## config.mk

```make
export PLATFORM = sky130hd
export DESIGN_NAME = led_sink_flash_control
export DESIGN_NICKNAME = d
export VERILOG_FILES = /design/src/design/led_flash_pkg.sv /design/src/design/led_sink_flash_control.sv
export SDC_FILE = /design/constraint.sdc
export NUM_CORES = 1
export LEC_CHECK = 0
export ABC_AREA = 1
export BUFFER_PORTS_ARGS = -buffer_cell sky130_fd_sc_hd__buf_2
export CORE_ASPECT_RATIO = 1.75
export CORE_MARGIN = 3
export CORE_UTILIZATION = 30
export CTS_CLUSTER_DIAMETER = 120
export DETAILED_ROUTE_END_ITERATION = 12
export PLACE_DENSITY = 0.53
export SLEW_MARGIN = 5
export SYNTH_ARGS = -nofsm -noshare
export SYNTH_HDL_FRONTEND = slang
export SYNTH_SLANG_ARGS = --single-unit
```

## constraint.sdc

```tcl
create_clock -name clock -period 9.1 [get_ports clock]
set_clock_uncertainty 0.1 [all_clocks]
set_input_delay 0.455 -clock clock [delete_from_list [all_inputs] [get_ports clock]]
set_output_delay 0.455 -clock clock [all_outputs]
set_load 0.01 [all_outputs]
```

## src/design/led_flash_pkg.sv

```systemverilog
// Constants, register map and timing for the LED sink flash control block.
// Assumes a 250 MHz clock; all flash and ramp timing runs on a 1 us tick.
package led_flash_pkg;

    // ****************************************
    // Timing
    // ****************************************
    localparam int CLOCK_PERIOD_NS = 4;
    localparam int TICK_NS = 1000;
    localparam int TICK_CYCLES = (TICK_NS + CLOCK_PERIOD_NS - 1) / CLOCK_PERIOD_NS;
    localparam int TICK_W = 12;
    localparam int US_PER_MS = 1000;
    localparam int US_PER_S = 1000 * US_PER_MS;
    localparam int DUR_0_US = 32 * US_PER_MS;
    localparam int DUR_1_US = 64 * US_PER_MS;
    localparam int DUR_2_US = 96 * US_PER_MS;
    localparam int DUR_3_US = 1024 * US_PER_MS;
    localparam int REPEAT_US = 4 * US_PER_S;
    localparam int RAMP_LED_1_US = US_PER_S / 4;
    localparam int RAMP_LED_2_US = US_PER_S / 2;
    localparam int RAMP_LED_3_US = US_PER_S;
    localparam int RAMP_FL_1_US = 1950;
    localparam int RAMP_FL_2_US = 3910;
    localparam int RAMP_FL_3_US = 7800;
    localparam int RAMP_STEPS = 256;
    localparam int DUR_W = 20;
    localparam int REP_W = 22;
    localparam int STEP_W = 12;
    localparam int LEVEL_W = 8;
    localparam logic [LEVEL_W-1:0] LEVEL_MAX = 8'hff;

    // ****************************************
    // Register map (word index, byte address is four times it)
    // ****************************************
    localparam int ADDR_W = 10;
    localparam logic [7:0] IDX_POWER_ENABLE = 8'h0e;
    localparam logic [7:0] IDX_A_CURRENT = 8'hac;
    localparam logic [7:0] IDX_A_CTRL = 8'had;
    localparam logic [7:0] IDX_B_CURRENT = 8'hae;
    localparam logic [7:0] IDX_B_CTRL = 8'haf;
    localparam int BIT_FUNC = 15;
    localparam int BIT_TRIG = 14;
    localparam int BIT_DRIVE = 13;
    localparam int BIT_RPT = 12;
    localparam int DUR_LO = 8;
    localparam int OFF_LO = 4;
    localparam int ON_LO = 0;
    localparam int BIT_CUR_ENA = 15;
    localparam int BIT_CUR_HIB = 12;
    localparam logic [15:0] CTRL_WRITE_MASK = 16'hf333;
    localparam logic [15:0] CTRL_RESET = 16'h0000;

    typedef enum logic [1:0] {
        ST_IDLE = 2'b01,
        ST_BURST = 2'b10
    } burst_state_t;

    function automatic logic [DUR_W-1:0] flash_dur_us(input logic [1:0] code);
        case (code)
            2'b00: flash_dur_us = DUR_W'(DUR_0_US);
            2'b01: flash_dur_us = DUR_W'(DUR_1_US);
            2'b10: flash_dur_us = DUR_W'(DUR_2_US);
            default: flash_dur_us = DUR_W'(DUR_3_US);
        endcase
    endfunction

    // Length of one level step; code 00 is instant and never counted
    function automatic logic [STEP_W-1:0] ramp_step_us(input logic flash, input logic [1:0] code);
        case ({flash, code})
            3'b001: ramp_step_us = STEP_W'(RAMP_LED_1_US / RAMP_STEPS);
            3'b010: ramp_step_us = STEP_W'(RAMP_LED_2_US / RAMP_STEPS);
            3'b011: ramp_step_us = STEP_W'(RAMP_LED_3_US / RAMP_STEPS);
            3'b101: ramp_step_us = STEP_W'(RAMP_FL_1_US / RAMP_STEPS);
            3'b110: ramp_step_us = STEP_W'(RAMP_FL_2_US / RAMP_STEPS);
            3'b111: ramp_step_us = STEP_W'(RAMP_FL_3_US / RAMP_STEPS);
            default: ramp_step_us = STEP_W'(1);
        endcase
    endfunction

    function automatic logic [7:0] ctrl_index(input int ch);
        ctrl_index = (ch == 0) ? IDX_A_CTRL : IDX_B_CTRL;
    endfunction

    function automatic logic [7:0] current_index(input int ch);
        current_index = (ch == 0) ? IDX_A_CURRENT : IDX_B_CURRENT;
    endfunction

endpackage

```

## src/design/led_sink_flash_control.sv

```systemverilog
// Flash and ramp control for two constant-current LED sinks.
// Assumes an Avalon-MM master on the same clock, asynchronous GPIO
// trigger pins, and a hibernate level from the same clock domain.
//
// Notes on behaviour
// [RULE1] Two identical independent sink channels
// [RULE2] Bit 15 selects LED or flash
// [RULE3] LED mode conducts while drive bit set
// [RULE4] Repeat bit flashes automatically every 4 s
// [RULE5] Otherwise exactly one flash per trigger
// [RULE6] Bit 14 picks register or GPIO trigger
// [RULE7] Trigger source ignored in LED mode
// [RULE8] GPIO trigger acts on edge only
// [RULE9] Drive write starts flash, self-clears at end
// [RULE10] With GPIO trigger, drive writes do nothing
// [RULE11] Bits 9:8 set 32/64/96/1024 ms
// [RULE12] Duration applies to every flash
// [RULE13] Drive bit reads live on/off status
// [RULE14] Sink conducts only when channel enabled
// [RULE15] Hibernate exit clears both drive bits
// [RULE16] Host rewrites drive after hibernate exit
// [RULE17] Bits 5:4 set mode-dependent off ramp
// [RULE18] Bits 1:0 set on ramp likewise
// [RULE19] Enable bits reachable at two locations
// [RULE20] Current register bit 12 keeps sink in hibernate
// [RULE21] Triggers during a flash are ignored
// [RULE22] All timing from one tick counter
//
// Local design decision: the Avalon-MM slave port.
`timescale 1ns/1ps

module led_sink_flash_control #(
    parameter int TICK_CYCLES = led_flash_pkg::TICK_CYCLES
) (
    input wire logic clock,
    input wire logic rst,
    input wire logic [led_flash_pkg::ADDR_W-1:0] address,
    input wire logic read,
    input wire logic write,
    input wire logic [31:0] writedata,
    input wire logic [3:0] byteenable,
    output logic [31:0] readdata,
    output logic waitrequest,
    input wire logic flash_trigger_a,
    input wire logic flash_trigger_b,
    input wire logic hibernate,
    output logic sink_pin_a_on,
    output logic [led_flash_pkg::LEVEL_W-1:0] sink_pin_a_level,
    output logic sink_pin_b_on,
    output logic [led_flash_pkg::LEVEL_W-1:0] sink_pin_b_level
);

    // ****************************************
    // Declarations
    // ****************************************
    logic [led_flash_pkg::TICK_W-1:0] tick_count;
    logic tick;
    logic [7:0] reg_idx;
    logic write_fire;
    logic power_wr;
    logic hib_prev;
    logic hib_exit;
    logic [1:0] trig_pin;
    logic [15:0] ctrl [2];
    logic [15:0] next_ctrl [2];
    logic [1:0] ctrl_wr;
    logic [1:0] cur_wr;
    logic [1:0] chan_ena;
    logic [1:0] hib_keep;
    logic [1:0] drive_rise;
    logic [1:0] status;
    logic [1:0] trig_meta;
    logic [1:0] trig_sync;
    logic [1:0] trig_prev;
    logic [1:0] gpio_edge;
    logic [1:0] repeat_fire;
    logic [1:0] trigger;
    logic [1:0] burst_end;
    logic [1:0] want_on;
    logic [1:0] sink_on;
    logic [led_flash_pkg::REP_W-1:0] repeat_cnt [2];
    logic [led_flash_pkg::DUR_W-1:0] burst_cnt [2];
    logic [led_flash_pkg::STEP_W-1:0] ramp_cnt [2];
    logic [led_flash_pkg::LEVEL_W-1:0] level [2];
    led_flash_pkg::burst_state_t state [2];
    logic [31:0] next_readdata;

    function automatic logic [15:0] merge16(input logic [15:0] old, input logic [15:0] wdata,
                                             input logic [1:0] be);
        merge16 = {be[1] ? wdata[15:8] : old[15:8], be[0] ? wdata[7:0] : old[7:0]};
    endfunction

    // ****************************************
    // Time base
    // ****************************************
    always_ff @(posedge clock or posedge rst) begin
        if (rst) begin
            tick_count <= 12'h000;
            tick <= 1'b0;
        end else if (tick_count == led_flash_pkg::TICK_W'(TICK_CYCLES - 1)) begin
            tick_count <= 12'h000; // see [RULE22]
            tick <= 1'b1;
        end else begin
            tick_count <= tick_count + 12'h001;
            tick <= 1'b0;
        end
    end

    // ****************************************
    // Avalon-MM slave
    // ****************************************
    assign reg_idx = address[led_flash_pkg::ADDR_W-1:2];
    assign write_fire = write && !waitrequest;
    assign power_wr = write_fire && byteenable[0] && (reg_idx == led_flash_pkg::IDX_POWER_ENABLE);

    always_ff @(posedge clock or posedge rst) begin
        if (rst) begin
            waitrequest <= 1'b1;
        end else if ((read || write) && waitrequest) begin
            waitrequest <= 1'b0;
        end else begin
            waitrequest <= 1'b1;
        end
    end

    always_comb begin
        next_readdata = 32'h0000_0000;
        case (reg_idx)
            led_flash_pkg::IDX_POWER_ENABLE: begin
                next_readdata[1:0] = chan_ena;
            end
            led_flash_pkg::IDX_A_CURRENT, led_flash_pkg::IDX_B_CURRENT: begin
                next_readdata[led_flash_pkg::BIT_CUR_ENA] = chan_ena[reg_idx[1]];
                next_readdata[led_flash_pkg::BIT_CUR_HIB] = hib_keep[reg_idx[1]];
            end
            led_flash_pkg::IDX_A_CTRL, led_flash_pkg::IDX_B_CTRL: begin
                next_readdata[15:0] = ctrl[reg_idx[1]];
                next_readdata[led_flash_pkg::BIT_DRIVE] = status[reg_idx[1]]; // see [RULE13]
            end
            default: begin
                next_readdata = 32'h0000_0000;
            end
        endcase
    end

    always_ff @(posedge clock or posedge rst) begin
        if (rst) begin
            readdata <= 32'h0000_0000;
        end else if (read && waitrequest) begin
            readdata <= next_readdata;
        end
    end

    // ****************************************
    // Hibernate exit
    // ****************************************
    always_ff @(posedge clock or posedge rst) begin
        if (rst) begin
            hib_prev <= 1'b0;
        end else begin
            hib_prev <= hibernate;
        end
    end

    assign hib_exit = hib_prev && !hibernate;
    assign trig_pin = {flash_trigger_b, flash_trigger_a};

    // ****************************************
    // Sink channels
    // ****************************************
    for (genvar ch = 0; ch < 2; ch++) begin : g_chan // see [RULE1]
        logic flash_mode;
        logic use_gpio;
        logic auto_rpt;
        logic [led_flash_pkg::LEVEL_W-1:0] target;
        logic [led_flash_pkg::STEP_W-1:0] step_len;

        assign flash_mode = ctrl[ch][led_flash_pkg::BIT_FUNC]; // see [RULE2]
        assign use_gpio = ctrl[ch][led_flash_pkg::BIT_TRIG];
        assign auto_rpt = ctrl[ch][led_flash_pkg::BIT_RPT];
        assign ctrl_wr[ch] = write_fire && (reg_idx == led_flash_pkg::ctrl_index(ch));
        assign cur_wr[ch] = write_fire && (reg_idx == led_flash_pkg::current_index(ch));

        // Control register; a software write wins over a hardware clear
        always_comb begin
            next_ctrl[ch] = ctrl[ch];
            if (hib_exit) begin
                next_ctrl[ch][led_flash_pkg::BIT_DRIVE] = 1'b0; // see [RULE15]
            end
            if (burst_end[ch] && !use_gpio) begin
                next_ctrl[ch][led_flash_pkg::BIT_DRIVE] = 1'b0; // see [RULE9]
            end
            if (ctrl_wr[ch]) begin
                next_ctrl[ch] = merge16(next_ctrl[ch], writedata[15:0], byteenable[1:0])
                                & led_flash_pkg::CTRL_WRITE_MASK;
            end
        end

        always_ff @(posedge clock or posedge rst) begin
            if (rst) begin
                ctrl[ch] <= led_flash_pkg::CTRL_RESET;
            end else begin
                ctrl[ch] <= next_ctrl[ch];
            end
        end

        always_ff @(posedge clock or posedge rst) begin
            if (rst) begin
                drive_rise[ch] <= 1'b0;
            end else begin
                drive_rise[ch] <= ctrl_wr[ch] && byteenable[1] && writedata[led_flash_pkg::BIT_DRIVE]
                                  && !ctrl[ch][led_flash_pkg::BIT_DRIVE];
            end
        end

        // Enable is shared by the power register and the current register
        always_ff @(posedge clock or posedge rst) begin
            if (rst) begin
                chan_ena[ch] <= 1'b0;
                hib_keep[ch] <= 1'b0;
            end else if (cur_wr[ch] && byteenable[1]) begin
                chan_ena[ch] <= writedata[led_flash_pkg::BIT_CUR_ENA]; // see [RULE19]
                hib_keep[ch] <= writedata[led_flash_pkg::BIT_CUR_HIB]; // see [RULE20]
            end else if (power_wr) begin
                chan_ena[ch] <= writedata[ch]; // see [RULE19]
            end
        end

        // Trigger pin synchroniser and rising edge detect
        always_ff @(posedge clock or posedge rst) begin
            if (rst) begin
                trig_meta[ch] <= 1'b0;
                trig_sync[ch] <= 1'b0;
                trig_prev[ch] <= 1'b0;
            end else begin
                trig_meta[ch] <= trig_pin[ch];
                trig_sync[ch] <= trig_meta[ch];
                trig_prev[ch] <= trig_sync[ch];
            end
        end

        assign gpio_edge[ch] = trig_sync[ch] && !trig_prev[ch]; // see [RULE8]

        // Automatic repeat timer
        always_ff @(posedge clock or posedge rst) begin
            if (rst) begin
                repeat_cnt[ch] <= 22'h00_0000;
            end else if (!(flash_mode && auto_rpt)) begin
                repeat_cnt[ch] <= 22'h00_0000;
            end else if (tick) begin
                repeat_cnt[ch] <= repeat_fire[ch] ? 22'h00_0000 : repeat_cnt[ch] + 22'h00_0001;
            end
        end

        assign repeat_fire[ch] = tick && flash_mode && auto_rpt
                                 && (repeat_cnt[ch] == led_flash_pkg::REP_W'(led_flash_pkg::REPEAT_US - 1));

        // One trigger source at a time, and only in flash mode
        always_comb begin
            if (!flash_mode) begin
                trigger[ch] = 1'b0; // see [RULE7]
            end else if (auto_rpt) begin
                trigger[ch] = repeat_fire[ch]; // see [RULE4]
            end else if (use_gpio) begin
                trigger[ch] = gpio_edge[ch]; // see [RULE6] [RULE10]
            end else begin
                trigger[ch] = drive_rise[ch]; // see [RULE5] [RULE9]
            end
        end

        assign burst_end[ch] = (state[ch] == led_flash_pkg::ST_BURST) && tick
                               && (burst_cnt[ch] == led_flash_pkg::flash_dur_us(ctrl[ch][9:8]) - 20'h0_0001);

        // Flash sequencer
        always_ff @(posedge clock or posedge rst) begin
            if (rst) begin
                state[ch] <= led_flash_pkg::ST_IDLE;
                burst_cnt[ch] <= 20'h0_0000;
            end else begin
                case (state[ch])
                    led_flash_pkg::ST_IDLE: begin
                        burst_cnt[ch] <= 20'h0_0000;
                        if (trigger[ch]) begin
                            state[ch] <= led_flash_pkg::ST_BURST;
                        end
                    end
                    led_flash_pkg::ST_BURST: begin
                        if (!flash_mode || burst_end[ch]) begin
                            state[ch] <= led_flash_pkg::ST_IDLE; // see [RULE11] [RULE12]
                            burst_cnt[ch] <= 20'h0_0000;
                        end else if (tick) begin
                            burst_cnt[ch] <= burst_cnt[ch] + 20'h0_0001; // see [RULE21]
                        end
                    end
                    default: begin
                        state[ch] <= led_flash_pkg::ST_IDLE;
                        burst_cnt[ch] <= 20'h0_0000;
                    end
                endcase
            end
        end

        assign status[ch] = flash_mode ? (state[ch] == led_flash_pkg::ST_BURST)
                                       : ctrl[ch][led_flash_pkg::BIT_DRIVE];

        // Conduction request
        always_comb begin
            want_on[ch] = status[ch]; // see [RULE3]
            if (!chan_ena[ch]) begin
                want_on[ch] = 1'b0; // see [RULE14]
            end
            if (hibernate && !hib_keep[ch]) begin
                want_on[ch] = 1'b0; // see [RULE20]
            end
        end

        assign target = want_on[ch] ? led_flash_pkg::LEVEL_MAX : 8'h00;
        assign step_len = want_on[ch]
            ? led_flash_pkg::ramp_step_us(flash_mode, ctrl[ch][led_flash_pkg::ON_LO+:2])
            : led_flash_pkg::ramp_step_us(flash_mode, ctrl[ch][led_flash_pkg::OFF_LO+:2]);

        // Current ramp
        always_ff @(posedge clock or posedge rst) begin
            if (rst) begin
                level[ch] <= 8'h00;
                ramp_cnt[ch] <= 12'h000;
                sink_on[ch] <= 1'b0;
            end else begin
                sink_on[ch] <= want_on[ch];
                if (!chan_ena[ch] || level[ch] == target) begin
                    level[ch] <= chan_ena[ch] ? level[ch] : 8'h00;
                    ramp_cnt[ch] <= 12'h000;
                end else if (want_on[ch] && ctrl[ch][led_flash_pkg::ON_LO+:2] == 2'b00) begin
                    level[ch] <= target; // see [RULE18]
                end else if (!want_on[ch] && ctrl[ch][led_flash_pkg::OFF_LO+:2] == 2'b00) begin
                    level[ch] <= target; // see [RULE17]
                end else if (tick) begin
                    if (ramp_cnt[ch] >= step_len - 12'h001) begin
                        ramp_cnt[ch] <= 12'h000;
                        level[ch] <= want_on[ch] ? level[ch] + 8'h01 : level[ch] - 8'h01; // see [RULE17] [RULE18]
                    end else begin
                        ramp_cnt[ch] <= ramp_cnt[ch] + 12'h001;
                    end
                end
            end
        end

        // ****************************************
        // Checks
        // ****************************************
        a_ena_gates_sink: assert property (@(posedge clock) disable iff (rst) // see [RULE14]
            !chan_ena[ch] |=> !sink_on[ch] && level[ch] == 8'h00)
            else $error("sink conducts while disabled");

        a_led_drive_on: assert property (@(posedge clock) disable iff (rst) // see [RULE3]
            !flash_mode && ctrl[ch][led_flash_pkg::BIT_DRIVE] && chan_ena[ch] && !hibernate
            |=> sink_on[ch])
            else $error("led mode drive not followed");

        a_hib_exit_clear: assert property (@(posedge clock) disable iff (rst) // see [RULE15]
            hib_exit && !ctrl_wr[ch] |=> !ctrl[ch][led_flash_pkg::BIT_DRIVE])
            else $error("drive bit kept after hibernate exit");

        a_burst_self_clear: assert property (@(posedge clock) disable iff (rst) // see [RULE9]
            burst_end[ch] && !use_gpio && !ctrl_wr[ch]
            |=> !ctrl[ch][led_flash_pkg::BIT_DRIVE] && state[ch] == led_flash_pkg::ST_IDLE)
            else $error("drive bit not cleared at flash end");

        a_burst_ignores_trig: assert property (@(posedge clock) disable iff (rst) // see [RULE21]
            state[ch] == led_flash_pkg::ST_BURST && flash_mode && !burst_end[ch]
            |=> state[ch] == led_flash_pkg::ST_BURST && burst_cnt[ch] >= $past(burst_cnt[ch]))
            else $error("flash cut short by a new trigger");

        a_burst_length: assert property (@(posedge clock) disable iff (rst) // see [RULE11]
            state[ch] == led_flash_pkg::ST_BURST
            |-> burst_cnt[ch] < led_flash_pkg::flash_dur_us(ctrl[ch][9:8]))
            else $error("flash longer than programmed");

        a_gpio_blocks_reg: assert property (@(posedge clock) disable iff (rst) // see [RULE10]
            flash_mode && use_gpio && !auto_rpt && !gpio_edge[ch]
            && state[ch] == led_flash_pkg::ST_IDLE |=> state[ch] == led_flash_pkg::ST_IDLE)
            else $error("flash started without gpio edge");

        a_led_no_burst: assert property (@(posedge clock) disable iff (rst) // see [RULE7]
            !flash_mode && state[ch] == led_flash_pkg::ST_IDLE |=> state[ch] == led_flash_pkg::ST_IDLE)
            else $error("flash started in led mode");
    end

    a_wait_answer: assert property (@(posedge clock) disable iff (rst)
        (read || write) && waitrequest |=> !waitrequest ##1 waitrequest)
        else $error("waitrequest not a single low cycle");

    assign sink_pin_a_on = sink_on[0];
    assign sink_pin_b_on = sink_on[1];
    assign sink_pin_a_level = level[0];
    assign sink_pin_b_level = level[1];

endmodule

```

; ---- Word level (Yosys, flattened, before mapping)
; Index checks and enable logic that the tools add are counted.
[totals]
reg_bits = 193
inputBits = 53
out_inout_bits = 51
wordCells = 295
[classes]
n_addsub = 15
order_cmp = 4
n_eq_ne = 58
mux = 95
bitwise_logic = 1
n_reduce_logical = 87
[ops]
columns = operator, n
row1 = case mux 12 bit (6 select lines), 4
row2 = 2-to-1 mux 12 bit, 13
row3 = 2-to-1 mux 22 bit, 6
row4 = 2-to-1 mux 8 bit, 16
row5 = 2-to-1 mux 20 bit, 6
row6 = case mux 20 bit (3 select lines), 2
row7 = 2-to-1 mux 16 bit, 3
row8 = "adder 22 x 1 -> 22 bit, second input constant", 2
row9 = "== test 22 bit, second input constant", 2
row10 = "adder 20 x 1 -> 20 bit, second input constant", 2
row11 = == test 20 bit, 2
row12 = logical AND 1 bit, 40
row13 = "subtractor 20 x 1 -> 20 bit, second input constant", 2
row14 = "adder 12 x 1 -> 12 bit, second input constant", 3
row15 = "== test 3 bit, second input constant", 12
row16 = "== test 8 bit, second input constant", 4
row17 = 2-to-1 mux 1 bit, 28
row18 = 2-to-1 mux 14 bit, 2
row19 = "== test 3 x 2 -> 1 bit, second input constant", 8
row20 = greater-or-equal comparator 12 bit, 2
row21 = 2-to-1 mux 6 bit, 4
row22 = "subtractor 12 x 1 -> 12 bit, second input constant", 2
row23 = "!= test 2 bit, second input constant", 11
row24 = "adder 8 x 1 -> 8 bit, second input constant", 2
row25 = other kinds (25), 82

; ---- Logic depth before layout (Yosys ltp)
; Gate-level depths: netlist (run 1).
[depth]
ltp_word = 12
mapped_depth = 27
mapped_depth_nobuf = 26

; ---- Worst setup path after synthesis (run 1)
; OpenSTA, ideal clock, no wires.
[synth_timing]
kind = input to register
startpoint = input port hibernate
endpoint = register ramp_cnt[2] in the netlist's numbering
setup_ns = 0.076
arrival_ns = 3.035
required_ns = 8.924
path_slack_ns = 5.889
path_stages = 23
path_buffers = 1
cell_sequence = inv_2 -> nor2_2 -> nor2_4 -> nand2_8 -> buf_4 -> nor2_1 -> o21ai_0 -> o21ai_0 -> ha_1 -> inv_1 -> nor2_1 -> nand3_1 -> nand2_1 -> nand2_1 -> inv_1 -> ha_1 -> nand2_1 -> nor2_1 -> nand3_1 -> nand4_1 -> nor2_2 -> nand2_1 -> o21ai_1
[synth_via]
elab_chain_cells = 10
word_cells_on_any_way = 20
classes_between = 1 x add/sub / 1 x order compare / 3 x eq/ne / 8 x mux / 7 x reduce/logical
[synth_lines]
columns = item, line
row1 = from (decl), led_sink_flash_control.sv:46  ; input wire logic hibernate,
row2 = logical AND 1 bit *, led_sink_flash_control.sv:312  ; if (hibernate && !hib_keep[ch]) begin
row3 = 2-to-1 mux 1 bit *, led_sink_flash_control.sv:312
row4 = 2-to-1 mux 12 bit, led_sink_flash_control.sv:319  ; ? led_flash_pkg::ramp_step_us(flash_mode, ctrl[ch][led_flash_pkg::ON_LO+:2])
row5 = subtractor 12 x 1 -> 12 bit, led_sink_flash_control.sv:338  ; if (ramp_cnt[ch] >= step_len - 12'h001) begin
row6 = greater-or-equal comparator 12 bit, led_sink_flash_control.sv:338
row7 = 2-to-1 mux 12 bit, led_sink_flash_control.sv:338
row8 = 2-to-1 mux 12 bit, led_sink_flash_control.sv:337  ; end else if (tick) begin
row9 = 2-to-1 mux 12 bit, led_sink_flash_control.sv:335  ; end else if (!want_on[ch] && ctrl[ch][led_flash_pkg::OFF_LO+:2] == 2'b00) begin
row10 = 2-to-1 mux 12 bit, led_sink_flash_control.sv:333  ; end else if (want_on[ch] && ctrl[ch][led_flash_pkg::ON_LO+:2] == 2'b00) begin
row11 = 2-to-1 mux 12 bit, led_sink_flash_control.sv:330  ; if (!chan_ena[ch] || level[ch] == target) begin
row12 = "to (signal, indexed assignment)", led_sink_flash_control.sv:342  ; ramp_cnt[ch] <= ramp_cnt[ch] + 12'h001;
row13 = to (decl), led_sink_flash_control.sv:83  ; logic [led_flash_pkg::STEP_W-1:0] ramp_cnt [2];
; Mark *: on every way between the ends. The rest lies on a longest branch, timed or not. The select of a mux whose other input is x is not followed.
; A chain may end at the register's enable or synchronous reset.

; ---- Worst setup path after layout (run 1)
[layout_timing]
startpoint = register ctrl[31] in the netlist's numbering
endpoint = register ramp_cnt[15] in the netlist's numbering
[layout_via]
word_cells_on_any_way = 35
classes_between = 1 x add/sub / 1 x order compare / 15 x eq/ne / 12 x mux / 6 x reduce/logical
[layout_lines]
columns = item, line
row1 = from (decl), led_sink_flash_control.sv:64  ; logic [15:0] ctrl [2];
row2 = "from (signal, indexed assignment)", led_sink_flash_control.sv:201  ; ctrl[ch] <= led_flash_pkg::CTRL_RESET;
row3 = "from (signal, indexed assignment)", led_sink_flash_control.sv:203  ; ctrl[ch] <= next_ctrl[ch];
row4 = 2-to-1 mux 1 bit *, led_sink_flash_control.sv:303  ; assign status[ch] = flash_mode ? (state[ch] == led_flash_pkg::ST_BURST)
row5 = 2-to-1 mux 1 bit *, led_sink_flash_control.sv:309  ; if (!chan_ena[ch]) begin
row6 = 2-to-1 mux 1 bit *, led_sink_flash_control.sv:312
row7 = 2-to-1 mux 8 bit *, led_sink_flash_control.sv:317  ; assign target = want_on[ch] ? led_flash_pkg::LEVEL_MAX : 8'h00;
row8 = "via g_chan[0].target, one bit", led_sink_flash_control.sv:175  ; logic [led_flash_pkg::LEVEL_W-1:0] target;
row9 = == test 8 bit *, led_sink_flash_control.sv:330
row10 = logical OR 1 bit *, led_sink_flash_control.sv:330
row11 = != test 2 bit (no source line) / nonzero test 2 bit (equally long branches), -
row12 = AND reduction 3 bit (no source line), -
; The timed path passes the listed nets; every way through them passes the cells marked *. The select of a mux whose other input is x is not followed.

==> parameters.txt, run 1 <==
Parameter                              Value

Finish
  Most frequent standard cell in the layout excluding fill and tap cells ... sky130_fd_sc_hd__nand2_1
  Ratio of cells with drive above 1 in the final layout ... 8.774%
  Number of nets in the layout ... 1866
  Fillcell total ... 4346
  Synth-to-Final Area Change ... 10.66%
  Cell Count, Final, Fillers Out ... 2323
  Commonest non-fill, non-tap cells in the layout ... sky130_fd_sc_hd__nand2_1, sky130_fd_sc_hd__inv_1, sky130_fd_sc_hd__nor2_1, sky130_fd_sc_hd__dfrtp_1, sky130_fd_sc_hd__nand3_1

Setup path
  Delay-heaviest family, CP ... simple AND/OR/NAND/NOR gates
  Endpoint of the worst register-to-register path ... ramp_cnt[15]
  Arrival time worst endpoint ... 4630 ps
  Type of origin of the critical path ... register
  WP data required ... 9380 ps
  R2r worst-path depth ... 20
  Worst-case register-to-register setup slack ... 4750 ps
  Most used cell, CP ... sky130_fd_sc_hd__nand2_1
  Standard cell with the maximum stage delay on the critical path ... sky130_fd_sc_hd__dfrtp_1
  Sort of element at the end of the critical path ... register
  Worst Path Max Fanout ... 19
  Critical path cell sequence ... inv_2 > nand2_1 > nand2_2 > nand2_4 > inv_1 > o211ai_1 > nand2_1 > ha_1 > o21ai_1 > o21ai_0 > nand2_1 > inv_1 > ha_1 > nand2_1 > nor2_1 > nand3_1 > nand4_1 > nor2_2 > nand2_1 > o21ai_1
  Crit path buffers/inverters ... 3
  Type of the setup path with the least slack ... reg -> reg
  FF-to-FF Start ... ctrl[31]
  Maximum single-stage delay on the critical path ... 710 ps

Floorplanning
  Initial core utilization ... 30.66%
  Row count ... 97
  Core region area ... 0.04042 sq mm
  Chip Height ... 274.8 um
  Width of the chip ... 159.6 um
  Io pins ... 104
  Die area ... 0.04387 sq mm

STA
  PnR worst setup slack ... 4750 ps
  Final count of pins violating max slew ... 0
  Transition time of the tightest slew-check pin ... 1071 ps
  Achievable clock frequency ... 0.2299 GHz
  Max-Slew Margin vs Limit ... 28.63%
  RSZ-0062 raised after global routing ... no
  Post-route setup TNS ... 0 ps
  Portion of the clock cycle consumed by the worst path in the final layout ... 47.80%
  Number of setup violations in the final report ... 0
  Final hold violation count ... 0
  Final critical-path required period ... 4350 ps

Pwr
  Static power due to leakage ... 6.319 nW
  Int Pwr ... 1.237 mW
  Switching power as a share of total power ... 25.73%
  Power share of the combinational group ... 4.6%
  Reported net switching power ... 0.4284 mW
  Clock share of power ... 44.8%
  Peak supply drop ... 0.1103 mV
  Share of total power in sequential cells ... 50.6%
  Areal power density over the cells ... 121.5 mW/mm^2

Yosys
  Part of the Yosys area used for sequential elements ... 37.80%
  Cell count after synthesis ... 1719
  Netlist area before placement ... 0.01239 sq mm
  Synth warnings ... 0
  Number of register bits inferred by synthesis ... 187
  Synth unique cells ... 48
  Syn_area_per_cell ... 7.208 sq um

GRT
  Global-route wire length before repair ... 53630 um
  Via count of the first global-routing pass ... 10960
  Total routing usage reported by global routing ... 15.03%
  Antenna violations before repair ... 3
  Pin count of the biggest net entering global routing ... 142
  Total congestion overflow after global routing ... 0

Min path
  Class of the worst hold path ... in -> async

Placed design
  HPWL Detailed ... 24650 um
  I/O Buffers ... 55
  Number of placed instances, taps included ... 2288
  Setup WS pre-CTS ... 4792 ps
  Routability-driven placement congestion ratio ... 0.8405

Run
  Number of maximum-capacitance violations ... 0

CTS
  Clock-pin transition on the worst setup and hold timing paths ... 70 ps
  Master cell of the clock root buffer ... sky130_fd_sc_hd__clkbuf_16
  Number of buffers inserted to repair setup after CTS ... 0
  CTS tree ... yes
  Deepest level of the CTS H-tree ... 4
  Maximum number of buffers from clock root to sink ... 2
  TritonCTS Sinks ... 187
  Num CTS Buffers ... 17
  Clk Latency, worst-skew pair ... 460 ps

Route
  Starting DRC count in detailed routing ... 490
  Drt total wl ... 32680 um
  Routed length per placed instance ... 14.07 um
  Residual antenna-violating net count after detailed routing ... 0
  Number of vias in the routed layout ... 11050
  Vias/cell ... 4.756
  DRC ... 0
  First-pass detailed-route iteration total ... 7

Run status
  Result of the run ... complete, no violations
power by group through the flow:
| stage | Clock, mW | Combinational, mW | Sequential [mW] |
|---|---|---|---|
| finish | 0.746 | 0.0769 | 0.842 |
| global route | 0.805 | 0.0885 | 0.843 |
| global placement | 0 | 0.0781 | 0.858 |
| floorplan | 0 | 0.0601 | 0.855 |
| detailed placement | 0 | 0.0788 | 0.858 |
| CTS | 0.773 | 0.0798 | 0.842 |
area by class of cell:
class / count / area (sq um) / share of cell area (%)
Multi-Input combinational cell: 1268 / 6586 / 48.03
Sequential cell: 187 / 4683 / 34.15
Inverter: 231 / 874.6 / 6.378
Tap cell: 544 / 680.7 / 4.964
Clock buffer: 18 / 429.2 / 3.130
Timing Repair Buffer: 60 / 317.8 / 2.318
Clock inverter: 14 / 137.6 / 1.004
Antenna cell: 1 / 2.502 / 0.01825
metrics by stage:
| step | instance area, sq um | utilization, % | power (mW) | hold slack, ps |
|---|---|---|---|---|
| 2_1_floorplan | 12470 | - | 0.9155 | 231.2 |
| 6_report | 13710 | 33.93 | 1.665 | 45.02 |
| 5_1_grt | 13710 | 33.92 | 1.736 | 56.09 |
| 4_1_cts | 13710 | 33.92 | 1.694 | 23.17 |
| 3_5_place_dp | 13120 | 32.47 | 0.9371 | 258.5 |
| 3_3_place_gp | 13120 | 32.47 | 0.9363 | 260.5 |
worst reg2reg max path, cell delays in order, from the launching register on:
cell and delay [ps]:
sky130_fd_sc_hd__dfrtp_1 710, sky130_fd_sc_hd__inv_2 220, sky130_fd_sc_hd__nand2_1 130, sky130_fd_sc_hd__nand2_2 130, sky130_fd_sc_hd__nand2_4 250, sky130_fd_sc_hd__inv_1 180
sky130_fd_sc_hd__o211ai_1 160, sky130_fd_sc_hd__nand2_1 130, sky130_fd_sc_hd__ha_1 270, sky130_fd_sc_hd__o21ai_1 150, sky130_fd_sc_hd__o21ai_0 110, sky130_fd_sc_hd__nand2_1 70
sky130_fd_sc_hd__inv_1 40, sky130_fd_sc_hd__ha_1 280, sky130_fd_sc_hd__nand2_1 100, sky130_fd_sc_hd__nor2_1 60, sky130_fd_sc_hd__nand3_1 150, sky130_fd_sc_hd__nand4_1 320
sky130_fd_sc_hd__nor2_2 340, sky130_fd_sc_hd__nand2_1 220, sky130_fd_sc_hd__o21ai_1 170
what timing repair did:
action / CTS / global route
endpoints found under the hold margin: 2 / 0
hold buffers: 2 / 0
gates resized for setup: 0 / 0
layer usage:
metal / up-vias / track usage, % / wire, um
li1: 5606 / - / -
met1: 5214 / 15.77 / 12780
met2: 173 / 29.49 / 18000
met3: 51 / 2.501 / 968
met4: 4 / 5.949 / 898
met5: - / 0 / 27
registers in the layout, indices dropped and copies added, names as in the netlist:
name	count
readdata	10
trig_meta	2
trig_sync	2
drive_rise	2
state	4
tick	1
burst_cnt	40
ctrl	20
repeat_cnt	44
trig_prev	2
tick_count	12
waitrequest	1
sink_pin_b_on	1
chan_ena	2
ramp_cnt	24
hib_keep	2
hib_prev	1
sink_pin_a_on	1
sink_pin_b_level	8
sink_pin_a_level	8
synthesized netlist by cell type (all sizes together):
| library cell | count | area [sq um] |
|---|---|---|
| a21boi | 2 | 26.28 |
| a21oi | 45 | 229.0 |
| a22o | 2 | 17.52 |
| a31oi | 3 | 18.77 |
| buf | 41 | 284.0 |
| clkbuf | 13 | 48.80 |
| conb | 1 | 3.750 |
| dfrtp | 184 | 4604 |
| dfstp | 3 | 78.83 |
| fa | 2 | 40.04 |
| ha | 46 | 575.6 |
| inv | 231 | 867.1 |
| mux2i | 1 | 10.01 |
| nand2 | 456 | 1809 |
| nand3 | 153 | 835.8 |
| nand3b | 5 | 37.54 |
| nand4 | 52 | 325.3 |
| nor2 | 202 | 834.6 |
| nor3 | 51 | 271.5 |
| nor3b | 2 | 15.01 |
| nor4 | 6 | 37.54 |
| o211ai | 7 | 52.55 |
| o21a | 3 | 22.52 |
| o21ai | 112 | 564.3 |
| o21bai | 1 | 7.510 |
| o22ai | 17 | 106.4 |
| o31ai | 5 | 37.54 |
| or2 | 4 | 25.02 |
| xnor2 | 12 | 105.1 |
| xor2 | 57 | 499.2 |
worst max-delay path by stage:
stage | start | to | slack, ps | depth (start not counted)
6_report | ctrl[31] | ramp_cnt[15] | 4750 | 20
2_1_floorplan | rst | burst_cnt[0] | 3460 | 1
3_5_place_dp | ctrl[31] | ramp_cnt[15] | 4790 | 22
4_1_cts | ctrl[31] | ramp_cnt[15] | 4770 | 22
5_1_grt | ctrl[31] | ramp_cnt[23] | 4360 | 23
3_3_place_gp | ctrl[31] | ramp_cnt[23] | 4820 | 21
logic make-up (layout without fill, tap and decap cells):
group / Yosys count / after routing / synth area share [%]
xor+xnor: 69 / 69 / 4.877
fa+ha+maj: 48 / 48 / 4.968
simple gates: 931 / 931 / 33.83
flops: 187 / 187 / 37.80
other cells: 1 / 23 / 0.03026
buf+inv: 285 / 323 / 9.684
mux: 1 / 1 / 0.08079
compound gates: 197 / 197 / 8.735
(Power assumes the default switching activity.)
==> inputs of run 2 (changes only) <==
- PLACE_DENSITY: 0.53 -> 0.54
- clock period: 9.1 -> 3.9 ns (I/O delays scaled with it)
==> run 2 against run 1 <==
- cell count increased by 1.2%
- power increased by 130%
- register-to-register slack got worse by 4300 ps
- via count increased by 1.4%
- sequential power increased by 130%
- sequential share of layout area decreased by 0.60 points
- worst hold slack got worse by 25 ps
- clock-buffer cell count increased by 2
- die area unchanged
- maximum frequency increased by 24%
==> parameters.txt, run 2 (synthesis results as in run 1) <==
Parameter                              Value

Route
  Starting DRC count in detailed routing ... 446 (-9.0%)
  DRC ... 0 (unchanged)
  Number of vias in the routed layout ... 11200 (+1.4%)
  Routed length per placed instance ... 14.00 um (-0.50%)
  Residual antenna-violating net count after detailed routing ... 0 (unchanged)
  Routed length on met1 ... 12640 um (-1.1%)
  Met3 wirelength from detailed routing ... 913 um (-5.7%)
  Met2 routed wirelength ... 18090 um (+0.51%)
  Highest routed metal layer ... met5
  Vias/cell ... 4.766 (+0.21%)
  First-pass detailed-route iteration total ... 5 (-2)
  Drt total wl ... 32890 um (+0.65%)

CTS
  CTS tree ... yes
  Num CTS Buffers ... 17 (unchanged)
  TritonCTS Sinks ... 187 (unchanged)
  Clk Latency, worst-skew pair ... 450 ps (about the same)
  Deepest level of the CTS H-tree ... 4 (unchanged)
  Maximum number of buffers from clock root to sink ... 2 (unchanged)
  Master cell of the clock root buffer ... sky130_fd_sc_hd__clkbuf_16
  Clock-pin transition on the worst setup and hold timing paths ... 70 ps (about the same)

STA
  PnR worst setup slack ... 401.1 ps (-4349 ps)
  Transition time of the tightest slew-check pin ... 935.9 ps (-134.7 ps)
  Worst hold slack across all endpoints ... 20.16 ps (-24.86 ps)
  Post-route setup TNS ... 0 ps (unchanged)
  RSZ-0062 raised after global routing ... no
  Max-Slew Margin vs Limit ... 37.48% (+8.9 points)
  Final hold violation count ... 0 (unchanged)
  Achievable clock frequency ... 0.2858 GHz (+24%)
  Number of setup violations in the final report ... 0 (unchanged)
  Final count of pins violating max slew ... 0 (unchanged)
  Final critical-path required period ... 3499 ps (-851.3 ps)
  Portion of the clock cycle consumed by the worst path in the final layout ... 89.72% (+42 points)

Setup path
  Arrival time worst endpoint ... 3800 ps (-830 ps)
  Worst Path Max Fanout ... 6 (-13)
  Sort of element at the end of the critical path ... register
  WP data required ... 4200 ps (-5180 ps)
  Type of origin of the critical path ... register
  Type of the setup path with the least slack ... reg -> reg

Placed design
  I/O Buffers ... 55 (unchanged)
  Routability-driven placement congestion ratio ... 0.8690 (+3.4%)
  Setup WS pre-CTS ... 301.5 ps (-4490 ps)
  HPWL Detailed ... 25120 um (+1.9%)

Floorplanning
  Initial core utilization ... 30.66% (unchanged)
  Core region area ... 0.04042 sq mm (unchanged)
  Width of the chip ... 159.6 um (unchanged)
  Io pins ... 104 (unchanged)
  Chip Height ... 274.8 um (unchanged)
  Die area ... 0.04387 sq mm (unchanged)
  Row count ... 97 (unchanged)

GRT
  Pin count of the biggest net entering global routing ... 80 (-44%)
  Total congestion overflow after global routing ... 0 (unchanged)
  Global-route wire length before repair ... 53950 um (+0.59%)
  Antenna violations before repair ... 3 (unchanged)
  Via count of the first global-routing pass ... 11080 (+1.1%)
  Total routing usage reported by global routing ... 15.06% (+0.032 points)

Min path
  Class of the worst hold path ... in -> reg

Finish
  Number of flip-flops under the largest register name ... 44 (unchanged)
  Top Registers ... repeat_cnt (44), burst_cnt (40), ramp_cnt (24)
  Commonest non-fill, non-tap cells in the layout ... sky130_fd_sc_hd__nand2_1, sky130_fd_sc_hd__inv_1, sky130_fd_sc_hd__nor2_1, sky130_fd_sc_hd__dfrtp_1, sky130_fd_sc_hd__nand3_1
  Largest Register ... repeat_cnt
  Most frequent standard cell in the layout excluding fill and tap cells ... sky130_fd_sc_hd__nand2_1
  Ratio of cells with drive above 1 in the final layout ... 9.257% (+0.48 points)
  Fillcell total ... 4277 (-1.6%)
  Area of the multi-input gates ... 0.006591 sq mm (about the same)
  Final standard cell utilization of the core ... 34.54% (+0.61 points)
  Number of nets in the layout ... 1892 (+1.4%)
  Synth-to-Final Area Change ... 12.65%
  Reg area ... 0.004683 sq mm (unchanged)

Run status
  Result of the run ... complete, no violations

Pwr
  Areal power density over the cells ... 278.6 mW/mm^2 (+130%)
  Peak supply drop ... 0.3188 mV (+190%)
  Static power due to leakage ... 6.424 nW (+1.7%)
  Total Power Consumption ... 3.889 mW (+130%)

Run
  Number of maximum-capacitance violations ... 0 (unchanged)
==> run 2: cell types whose count changed in the layout (fill, tap and decap cells not counted), moves of 2 or more <==
| cell | previous run | this run |
|---|---|---|
| sky130_fd_sc_hd__clkinvlp_4 | 4 | 6 |
| sky130_fd_sc_hd__inv_8 | 2 | 0 |
| sky130_fd_sc_hd__dlygate4sd3_1 | 2 | 17 |
| sky130_fd_sc_hd__clkinv_4 | 4 | 2 |
| sky130_fd_sc_hd__buf_4 | 3 | 13 |
==> run 2: final cells by class <==
cell class | instances | area share [%]
well taps | 544 | 4.876
inverters | 231 | 6.266
repair buffers | 86 | 4.034
clock inverters | 12 | 0.8157
multi-input cells | 1268 | 47.22
diodes | 2 | 0.03586
flip-flops and latches | 187 | 33.55
clock buffers | 20 | 3.200
==> run 2: worst max-delay path, stage by stage (launching register included) <==
cell and delay [ps]:
sky130_fd_sc_hd__dfstp_2 520, sky130_fd_sc_hd__inv_1 50, sky130_fd_sc_hd__nand3_1 90, sky130_fd_sc_hd__nand2_2 130
sky130_fd_sc_hd__nand2_4 120, sky130_fd_sc_hd__clkinvlp_4 130, sky130_fd_sc_hd__o211ai_1 150, sky130_fd_sc_hd__nand2_1 140
sky130_fd_sc_hd__ha_1 250, sky130_fd_sc_hd__o21ai_1 130, sky130_fd_sc_hd__o21ai_0 100, sky130_fd_sc_hd__nand2_1 70
sky130_fd_sc_hd__inv_1 40, sky130_fd_sc_hd__ha_1 280, sky130_fd_sc_hd__nand2_1 70, sky130_fd_sc_hd__nor2_1 120
sky130_fd_sc_hd__nand3_1 150, sky130_fd_sc_hd__nand4_1 300, sky130_fd_sc_hd__nor2_1 90, sky130_fd_sc_hd__nor2_1 210
sky130_fd_sc_hd__nand3_1 130, sky130_fd_sc_hd__nand2_1 80
==> run 2: metal layers <==
layer	vias up	track usage, %
li1	5665	-
met1	5247	15.48
met2	216	29.50
met3	70	1.838
met4	2	7.863
met5	-	0
==> run 2: report_power, final <==
part	leakage (nW)	switching [mW]	internal [mW]
logic	3.59	0.145	0.0611
registers	2.57	0.0105	1.95
clock network	0.263	0.820	0.902
==> run 2: metrics by stage <==
stage,cells,cell area [sq um]
3_3_place_gp,2298,13210
2_1_floorplan,1740,12470
6_report,2350,13960
3_5_place_dp,2298,13210
4_1_cts,2347,13940
5_1_grt,2349,13960
==> run 2: final timing paths <==
kind	start	endpoint	slack [ps]	cells after the start
min reg2reg	trig_meta[1]	trig_sync[1]	260	0
max	state[2]	sink_pin_a_level[6]	400	21
min	writedata[12]	ctrl[28]	20	3
min in group asynchronous	rst	repeat_cnt[40]	380	3
max reg2reg	state[2]	sink_pin_a_level[6]	400	21
max in group asynchronous	rst	burst_cnt[3]	2400	4
==> run 2: repair_timing <==
item                                   CTS  global route
hold buffers                            17             0
gates resized for setup                  0             3
setup endpoints to repair                0             9
buffers inserted                         0             1
endpoints found under the hold margin   61             0
